$ cat config.mk
export PLATFORM = sky130hd
export DESIGN_NAME = nbw_window3
export DESIGN_NICKNAME = d
export VERILOG_FILES = /design/src/verilog/nbw_base_mask.v /design/src/verilog/nbw_window3.v
export VERILOG_INCLUDE_DIRS = /design/src /design/src/verilog
export SDC_FILE = /design/constraint.sdc
export NUM_CORES = 1
export LEC_CHECK = 0
export BUFFER_PORTS_ARGS = -buffer_cell sky130_fd_sc_hd__buf_2
export CAP_MARGIN = 10
export CORE_AREA = 2 2 151 153
export DETAILED_ROUTE_END_ITERATION = 10
export DIE_AREA = 0 0 153 155
export PLACE_DENSITY_LB_ADDON = 0.05
export SYNTH_ARGS = -nofsm -noshare
export SYNTH_HDL_FRONTEND = slang
export SYNTH_SLANG_ARGS = --single-unit
$ cat constraint.sdc
create_clock -name clk -period 5.6 [get_ports clk]
set_input_delay 0.28 -clock clk [delete_from_list [all_inputs] [get_ports clk]]
set_output_delay 0.28 -clock clk [all_outputs]
set_load 0.02 [all_outputs]
$ cat src/verilog/nbw_map.vh
`ifndef NBW_MAP_VH
`define NBW_MAP_VH

// Register byte offsets
`define NBW_OFS_WINDOW3_SETUP 12'h4A0
`define NBW_OFS_COMPANION 12'h4C0
`define NBW_OFS_BAR3 12'h4C4

// Setup register field positions
`define NBW_SIZE_LSB 4
`define NBW_SIZE_MSB 9
`define NBW_MODE_BIT 10
`define NBW_TRAN_LSB 11
`define NBW_TRAN_MSB 12
`define NBW_PART_LSB 13
`define NBW_PART_MSB 15
`define NBW_EN_BIT 31

// Read-only field values
`define NBW_MODE_WINDOW 1'h0
`define NBW_TRAN_DIRECT 2'h0

// Companion register fields and encodings
`define NBW_COMP_SPACE_BIT 0
`define NBW_COMP_TYPE_LSB 1
`define NBW_COMP_TYPE_MSB 2
`define NBW_SPACE_MEMORY 1'h0
`define NBW_TYPE_ADDR32 2'h0
`define NBW_TYPE_ADDR64 2'h2

// Base field placement and size limits
`define NBW_BASE_LSB 4
`define NBW_SIZE_MIN 6'h04
`define NBW_SIZE_MAX 6'h1F

// Reset values
`define NBW_RST_SIZE 6'h00
`define NBW_RST_PART 3'h0
`define NBW_RST_EN 1'h0
`define NBW_RST_BASE 28'h0000000
`define NBW_RST_UPPER 32'h00000000
`define NBW_RST_COMP 3'h0

`endif

$ cat src/verilog/nbw_base_mask.v
`include "nbw_map.vh"

// ****************************************
// Writable-bit mask of the base field
// ****************************************
module nbw_base_mask (
  input wire [5:0] size,
  output wire [27:0] mask
);

  genvar gi;

  // Bit gi holds bus address bit gi+4; kept only at or above size
  generate
    for (gi = 0; gi < 28; gi = gi + 1) begin : g_bit
      // Bus address position of this base bit
      localparam [6:0] ADDR_POS = gi + `NBW_BASE_LSB;
      assign mask[gi] = (size >= `NBW_SIZE_MIN) &&
                        ({1'b0, size} <= ADDR_POS);
    end
  endgenerate

endmodule // nbw_base_mask

$ cat src/verilog/nbw_window3.v
// Functional notes
// - A six-bit writable size field at bits 9:4 sets the aperture as two to that power.
// - Bit zero of the base field lines up with bus address bit four.
// - With a size of four or more, base bits at or above the size value are writable.
// - Base bits from address four up to below the size read zero and ignore writes.
// - A size below four makes every base bit read-only zero and disables the window.
// - A size above 31 also makes every base bit read-only zero and disables the window.
// - When the companion is 64-bit memory, this BAR holds its upper 32 base bits.
// - The mode bit 10 is read-only zero, address window operation.
// - The translation kind bits 12:11 are read-only zero, direct translation.
// - A writable three-bit target partition at bits 15:13 resets to zero.
// - The companion type encodes 32-bit as zero and 64-bit as two.
// - With enable bit 31 clear and no 64-bit memory companion, the BAR is disabled and reads zero.
`include "nbw_map.vh"

module nbw_window3 (
  input wire clk,
  input wire sys_rst,
  input wire psel,
  input wire penable,
  input wire pwrite,
  input wire [11:0] paddr,
  input wire [31:0] pwdata,
  input wire [3:0] pstrb,
  output reg [31:0] prdata,
  output reg pready,
  output reg pslverr,
  output reg win_active,
  output reg upper_mode,
  output reg [31:0] win_base,
  output reg [5:0] win_size,
  output reg [2:0] target_partition
);

  // ****************************************
  // Stored state
  // ****************************************
  reg [5:0] size_q;
  reg [2:0] part_q;
  reg en_q;
  reg [27:0] base_q;
  reg [31:0] upper_q;
  reg comp_space_q;
  reg [1:0] comp_type_q;

  wire [27:0] base_mask;
  wire upper_sel;
  wire window_on;
  wire [31:0] setup_rd;
  wire [31:0] bar_rd;
  wire [31:0] comp_rd;
  wire acc_setup;
  wire hit_setup;
  wire hit_bar;
  wire hit_comp;
  wire hit_any;
  wire wr_fire;
  wire [31:0] wmask;
  reg [31:0] rd_mux;
  wire wr_setup;
  wire wr_bar;
  wire wr_comp;
  wire lane0_we;
  wire lane1_we;
  wire lane3_we;
  wire [27:0] base_we;
  reg [5:0] size_d;
  reg [2:0] part_d;
  reg en_d;
  reg [27:0] base_d;
  reg [31:0] upper_d;
  reg comp_space_d;
  reg [1:0] comp_type_d;
  reg pready_d;
  reg pslverr_d;
  reg [31:0] prdata_d;
  reg win_active_d;
  reg upper_mode_d;
  reg [31:0] win_base_d;
  reg [5:0] win_size_d;
  reg [2:0] target_partition_d;

  // ****************************************
  // Base mask from current size
  // ****************************************
  nbw_base_mask u_mask (
    .size(size_q),
    .mask(base_mask)
  );

  // Companion is 64-bit memory space
  assign upper_sel = (comp_space_q == `NBW_SPACE_MEMORY) &&
                     (comp_type_q == `NBW_TYPE_ADDR64);

  // Window decodes only with enable, a legal size and no 64-bit memory companion
  assign window_on = en_q && !upper_sel && (size_q >= `NBW_SIZE_MIN) &&
                     (size_q <= `NBW_SIZE_MAX);

  // Setup read image with fixed mode and translation kind
  assign setup_rd = {en_q, 15'h0000, part_q, `NBW_TRAN_DIRECT, `NBW_MODE_WINDOW,
                     size_q, 4'h0};

  // BAR read image, masked continuously
  assign bar_rd = upper_sel ? upper_q :
                  (en_q ? {base_q & base_mask, 4'h0} : 32'h00000000);

  assign comp_rd = {29'h00000000, comp_type_q, comp_space_q};

  // ****************************************
  // APB decode
  // ****************************************
  assign acc_setup = psel && !penable;
  assign hit_setup = (paddr == `NBW_OFS_WINDOW3_SETUP);
  assign hit_bar = (paddr == `NBW_OFS_BAR3);
  assign hit_comp = (paddr == `NBW_OFS_COMPANION);
  assign hit_any = hit_setup || hit_bar || hit_comp;
  assign wr_fire = psel && penable && pready && pwrite && hit_any;
  assign wmask = {{8{pstrb[3]}}, {8{pstrb[2]}}, {8{pstrb[1]}}, {8{pstrb[0]}}};

  // Read data selection
  always @* begin
    rd_mux = 32'h00000000;
    if (hit_setup) begin
      rd_mux = setup_rd;
    end else if (hit_bar) begin
      rd_mux = bar_rd;
    end else if (hit_comp) begin
      rd_mux = comp_rd;
    end
  end

  // ****************************************
  // Bus answer, one access cycle
  // ****************************************
  // Answer for the access cycle that follows a setup cycle
  always @* begin
    pready_d = 1'b0;
    pslverr_d = 1'b0;
    prdata_d = prdata;
    if (acc_setup) begin
      pready_d = 1'b1;
      pslverr_d = !hit_any;
      prdata_d = (pwrite || !hit_any) ? 32'h00000000 : rd_mux;
    end
  end

  // Answer flip-flops, zero wait states
  always @(posedge clk or posedge sys_rst) begin
    if (sys_rst) begin
      pready <= 1'b0;
      pslverr <= 1'b0;
      prdata <= 32'h00000000;
    end else begin
      pready <= pready_d;
      pslverr <= pslverr_d;
      prdata <= prdata_d;
    end
  end

  // ****************************************
  // Register writes
  // ****************************************
  // Register selects for a completed write
  assign wr_setup = wr_fire && hit_setup;
  assign wr_bar = wr_fire && hit_bar;
  assign wr_comp = wr_fire && hit_comp;

  // Setup byte lanes that carry fields
  assign lane0_we = wr_setup && pstrb[0];
  assign lane1_we = wr_setup && pstrb[1];
  assign lane3_we = wr_setup && pstrb[3];

  // Base bits that are writable and strobed
  assign base_we = base_mask & wmask[31:4];

  // Size field, still writable in upper mode
  always @* begin
    size_d = size_q;
    if (lane0_we) begin
      size_d[3:0] = pwdata[7:4];
    end
    if (lane1_we) begin
      size_d[5:4] = pwdata[9:8];
    end
  end

  // Target partition
  always @* begin
    part_d = part_q;
    if (lane1_we) begin
      part_d = pwdata[`NBW_PART_MSB:`NBW_PART_LSB];
    end
  end

  // Enable bit
  always @* begin
    en_d = en_q;
    if (lane3_we) begin
      en_d = pwdata[`NBW_EN_BIT];
    end
  end

  // Base bits below size keep their stored value
  always @* begin
    base_d = base_q;
    if (wr_bar && !upper_sel) begin
      base_d = (base_q & ~base_we) | (pwdata[31:4] & base_we);
    end
  end

  // Upper base bits of the companion, all lanes
  always @* begin
    upper_d = upper_q;
    if (wr_bar && upper_sel) begin
      upper_d = (upper_q & ~wmask) | (pwdata & wmask);
    end
  end

  // Companion space indicator and type
  always @* begin
    comp_space_d = comp_space_q;
    comp_type_d = comp_type_q;
    if (wr_comp && pstrb[0]) begin
      comp_space_d = pwdata[`NBW_COMP_SPACE_BIT];
      comp_type_d = pwdata[`NBW_COMP_TYPE_MSB:`NBW_COMP_TYPE_LSB];
    end
  end

  // ****************************************
  // Field flip-flops
  // ****************************************
  // Size field
  always @(posedge clk or posedge sys_rst) begin
    if (sys_rst) begin
      size_q <= `NBW_RST_SIZE;
    end else begin
      size_q <= size_d;
    end
  end

  // Target partition
  always @(posedge clk or posedge sys_rst) begin
    if (sys_rst) begin
      part_q <= `NBW_RST_PART;
    end else begin
      part_q <= part_d;
    end
  end

  // Enable bit
  always @(posedge clk or posedge sys_rst) begin
    if (sys_rst) begin
      en_q <= `NBW_RST_EN;
    end else begin
      en_q <= en_d;
    end
  end

  // Base field
  always @(posedge clk or posedge sys_rst) begin
    if (sys_rst) begin
      base_q <= `NBW_RST_BASE;
    end else begin
      base_q <= base_d;
    end
  end

  // Upper base bits
  always @(posedge clk or posedge sys_rst) begin
    if (sys_rst) begin
      upper_q <= `NBW_RST_UPPER;
    end else begin
      upper_q <= upper_d;
    end
  end

  // Companion configuration
  always @(posedge clk or posedge sys_rst) begin
    if (sys_rst) begin
      {comp_type_q, comp_space_q} <= `NBW_RST_COMP;
    end else begin
      comp_space_q <= comp_space_d;
      comp_type_q <= comp_type_d;
    end
  end

  // ****************************************
  // Registered window status
  // ****************************************
  // Next status values from the current fields
  always @* begin
    win_active_d = window_on;
    upper_mode_d = upper_sel;
    win_base_d = window_on ? {base_q & base_mask, 4'h0} : bar_rd;
    win_size_d = size_q;
    target_partition_d = part_q;
  end

  // Window decode enable
  always @(posedge clk or posedge sys_rst) begin
    if (sys_rst) begin
      win_active <= 1'b0;
    end else begin
      win_active <= win_active_d;
    end
  end

  // Upper extension flag
  always @(posedge clk or posedge sys_rst) begin
    if (sys_rst) begin
      upper_mode <= 1'b0;
    end else begin
      upper_mode <= upper_mode_d;
    end
  end

  // Effective base or upper bits
  always @(posedge clk or posedge sys_rst) begin
    if (sys_rst) begin
      win_base <= 32'h00000000;
    end else begin
      win_base <= win_base_d;
    end
  end

  // Size copy
  always @(posedge clk or posedge sys_rst) begin
    if (sys_rst) begin
      win_size <= 6'h00;
    end else begin
      win_size <= win_size_d;
    end
  end

  // Partition copy
  always @(posedge clk or posedge sys_rst) begin
    if (sys_rst) begin
      target_partition <= 3'h0;
    end else begin
      target_partition <= target_partition_d;
    end
  end

endmodule // nbw_window3

==> PnR_summary.wiki <==
{| class="wikitable"
! Metric !! Value
|-
| Status || completed
|-
| First-pass DRT Iterations || 4
|-
| Part of the power in the clock network || around half
|-
| Count of H-tree levels built during CTS || 4
|-
| Synth Flop Type || sky130_fd_sc_hd__dfrtp_1
|-
| Largest voltage drop on the vdd net || 200.8 µV
|-
| Initial antenna violation count || 0
|-
| Post-synth cell types || 50
|-
| Clock edge transition at the registers on the reported setup and hold paths || roughly 60 ps
|-
| Switching fraction of total power || between 20% and 30%
|-
| Net count after synthesis || 545
|-
| Initial core utilization || 28.45%
|-
| Number of warnings reported in the yosys synthesis log || 0
|-
| Mean instance size in the synthesized netlist || around 13 µm²
|-
| Worst-path maximum fanout || 30
|-
| Total number of vias || around 4,500
|-
| Number of placed cells counting well taps || 882
|-
| Number of hold violations in the final report || 0
|-
| RD Place Congestion || between 0.7 and 0.8
|-
| Final standard cell area without fillers || 7838 µm²
|-
| FP Rows || 55
|-
| Fmax || approximately 360 MHz
|-
| Unrepaired setup endpoints after global routing || no
|-
| Sum of negative setup slack || 0 ps
|-
| Count of pins on the block boundary || 130
|-
| Global-route usage over all layers || between 10% and 20%
|-
| Number of buffers added on ports || 129
|-
| Hpwl dp || 12,640 µm
|-
| Max-slew violations || 0
|-
| Max-Cap Viols || 0
|-
| Setup Fix Bufs, Post-CTS || 0
|-
| Setup Crit Path Kind || reg2reg
|-
| Clock Skews || a little under 20 ps
|-
| Average wire per cell in the routed design || 20.38 µm
|-
| Wire length of the first global-routing pass || ~30,000 µm
|-
| Fin crit period || roughly 2800 ps
|-
| Kind of cell adding the most delay to the critical path || simple AND/OR/NAND/NOR gates
|-
| Placeable core area || 22,230 µm²
|-
| Async S/R FF share, synth || 100.0%
|-
| Number of enable flip-flop cells after synthesis || 0
|-
| Pin count of the biggest net entering global routing || between 100 and 150
|-
| Required time of the critical path || 5910 ps
|-
| Final net count || roughly 670
|-
| Switching Power || 0.5104 mW
|-
| Kind of end point of the critical path || register
|-
| Full die area || about 24,000 µm²
|-
| Fraction of final layout cells sized beyond drive strength 1 || 40.67%
|-
| Cts hold-fix bufs || 0
|-
| Vias in the first global route || 4,959
|-
| Number of cells produced by synthesis || 492
|-
| Worst EP arrival || between 3000 and 4000 ps
|-
| N_diodes || 0
|-
| Sequential cell area fraction in the yosys report || 59.36%
|-
| Reported leakage power || 4.079 nW
|-
| Commonest cells post-synth || sky130_fd_sc_hd__dfrtp_1, sky130_fd_sc_hd__mux2_2, sky130_fd_sc_hd__a22o_1, sky130_fd_sc_hd__clkbuf_1
|-
| Leading cell type by number of instances after synthesis || sky130_fd_sc_hd__dfrtp_1
|-
| Type of origin of the critical path || register
|-
| Class of the most critical hold timing path || in2async
|-
| Cell with the biggest individual delay on the critical path || sky130_fd_sc_hd__or3b_2
|-
| Detailed Route Iter0 Violations || 230
|-
| Slew Limit Headroom || between 30% and 40%
|-
| Longest Clk Path Bufs || 2
|-
| Cell chain of the critical path || or3b_2 > inv_1 > buf_4 > nand4_1 > mux2_2
|-
| Synthesis-stage register bit count || 150
|-
| Combinational share of power || 2.8%
|-
| Total buffers and inverters traversed by the critical path || 2
|-
| Post-route DRC violation count || 0
|-
| Area share of the largest cell type after synthesis || between 50% and 60%
|-
| CTS tree || done
|-
| Portion of total power attributed to sequential cells || 47.0%
|-
| Vias per std cell || 4.981
|-
| Total overflow reported by the global router || 0
|-
| Root Buffer || sky130_fd_sc_hd__clkbuf_16
|-
| Final instance count without filler cells || ~900
|-
| Max incr delay on CP || approximately 770 ps
|-
| Chip Height || roughly 160 µm
|-
| Syn-to-layout area delta || 23.94%
|-
| Cell area after technology mapping || between 6000 and 7000 µm²
|-
| Total detailed-routing wirelength || between 15,000 and 20,000 µm
|-
| Internal power consumption || roughly 1.8 mW
|-
| Clk sinks || 150
|-
| Number of setup violations in the final report || 0
|-
| Clock latency on the worst-skew pair || about 430 ps
|-
| Most area-consuming cells after synthesis || sky130_fd_sc_hd__dfrtp_1, sky130_fd_sc_hd__mux2_2, sky130_fd_sc_hd__a22o_1
|-
| Area after detailed placement || ~7300 µm²
|-
| CTS buffer count || 17
|-
| Die outline width || around 150 µm
|-
| Power after layout || between 2 and 2.5 mW
|-
| Post-route fraction of the period consumed by the critical path || between 40% and 50%
|-
| Slew @ Worst Pin || a little under 1000 ps
|-
| Final antenna-violating net count || 0
|-
| Cell type contributing the most total cell area after synthesis || sky130_fd_sc_hd__dfrtp_1
|-
| Post-CTS Resized || 0
|-
| Power Density || 294.4 nW/µm²
|}
-- path summary, 6_finish.rpt --
check,start,endpoint,slack [ps],depth (start not counted)
setup reg to reg,comp_space_q,register,2850,5
min in group clk,pwdata[3],register,90,2
max in group asynchronous,sys_rst,asynchronous set/reset pin,4320,3
hold / removal,sys_rst,win_base[24],60,2
setup / recovery,comp_space_q,register,2850,5
hold reg to reg,part_q[1],target_partition[1],400,0
-- cell type report --
cell class	instances	area [µm²]
Clock inverter	13	156.4
Fill cell	2222	14390
Inverter	5	23.77
Multi-Input combinational cell	306	2424
Timing Repair Buffer	136	698.2
Sequential cell	150	3754
Clock buffer	17	425.4
Tap cell	285	356.6
-- worst reg2reg max path, stage by stage (launching register included) --
cell and delay, ps:
sky130_fd_sc_hd__dfrtp_1 400, sky130_fd_sc_hd__or3b_2 770, sky130_fd_sc_hd__inv_1 170, sky130_fd_sc_hd__buf_4 340
sky130_fd_sc_hd__nand4_1 510, sky130_fd_sc_hd__mux2_2 450
-- power by group through the flow --
stage | clock network [mW] | registers [mW] | logic (mW)
floorplan | 0 | 1.11 | 0.0263
global placement | 0 | 1.10 | 0.0678
detailed placement | 0 | 1.10 | 0.0687
CTS | 1.18 | 1.08 | 0.0688
global route | 1.23 | 1.08 | 0.0748
finish | 1.16 | 1.08 | 0.0653
-- placed cells by master, fill, tap and decap left out, types with 3 or more instances in the layout --
master | synthesis | routed
sky130_fd_sc_hd__buf_2 | 3 | 129
sky130_fd_sc_hd__nor3_1 | 9 | 9
sky130_fd_sc_hd__and2_1 | 21 | 21
sky130_fd_sc_hd__clkinv_2 | 0 | 5
sky130_fd_sc_hd__o21ai_0 | 8 | 8
sky130_fd_sc_hd__or2_2 | 3 | 3
sky130_fd_sc_hd__mux2_2 | 70 | 70
sky130_fd_sc_hd__a221o_1 | 12 | 12
sky130_fd_sc_hd__bufinv_16 | 0 | 3
sky130_fd_sc_hd__clkbuf_16 | 0 | 17
sky130_fd_sc_hd__nand4_1 | 10 | 10
sky130_fd_sc_hd__inv_1 | 5 | 4
sky130_fd_sc_hd__nor4_1 | 6 | 6
sky130_fd_sc_hd__and3_1 | 20 | 20
sky130_fd_sc_hd__buf_4 | 0 | 7
sky130_fd_sc_hd__dfrtp_1 | 150 | 150
sky130_fd_sc_hd__nor2_1 | 13 | 13
sky130_fd_sc_hd__nand2b_1 | 6 | 6
sky130_fd_sc_hd__mux2_1 | 3 | 3
sky130_fd_sc_hd__inv_6 | 0 | 3
sky130_fd_sc_hd__a22o_1 | 34 | 34
sky130_fd_sc_hd__a211oi_1 | 5 | 5
sky130_fd_sc_hd__o21a_1 | 3 | 3
sky130_fd_sc_hd__or3b_2 | 5 | 5
sky130_fd_sc_hd__nand2_1 | 18 | 18
sky130_fd_sc_hd__nand3_1 | 21 | 21
sky130_fd_sc_hd__a32o_1 | 7 | 7
-- through the flow --
stage / util [%] / setup slack [ps] / hold WS (ps)
after global placement: 32.64 / 2835 / 394.1
after detailed placement: 32.64 / 2745 / 388.1
after global routing: 35.26 / 2608 / 88.22
final: 35.26 / 2849 / 61.76
after CTS: 35.26 / 2735 / 73.76
after floorplan: - / 1284 / 351.9
-- per-layer routing --
metal	GRT usage [%]	vias up	share of wire, %
li1	-	2082	-
met1	22.59	2351	48
met2	25.75	98	48
met3	3.008	12	3.4
met4	5.335	0	1.2
met5	0	-	0
-- cells by family (layout without fill, tap and decap cells) --
kind of cell	count (synthesis)	count (layout)	synth area share, %
muxes	73	73	13.00
and+or+nand+nor	148	148	14.05
AOI/OAI and AO/OA	85	85	11.28
DFF	150	150	59.36
buffers and inverters	36	171	2.315
No activity file was read; power rests on OpenSTA's default activity.
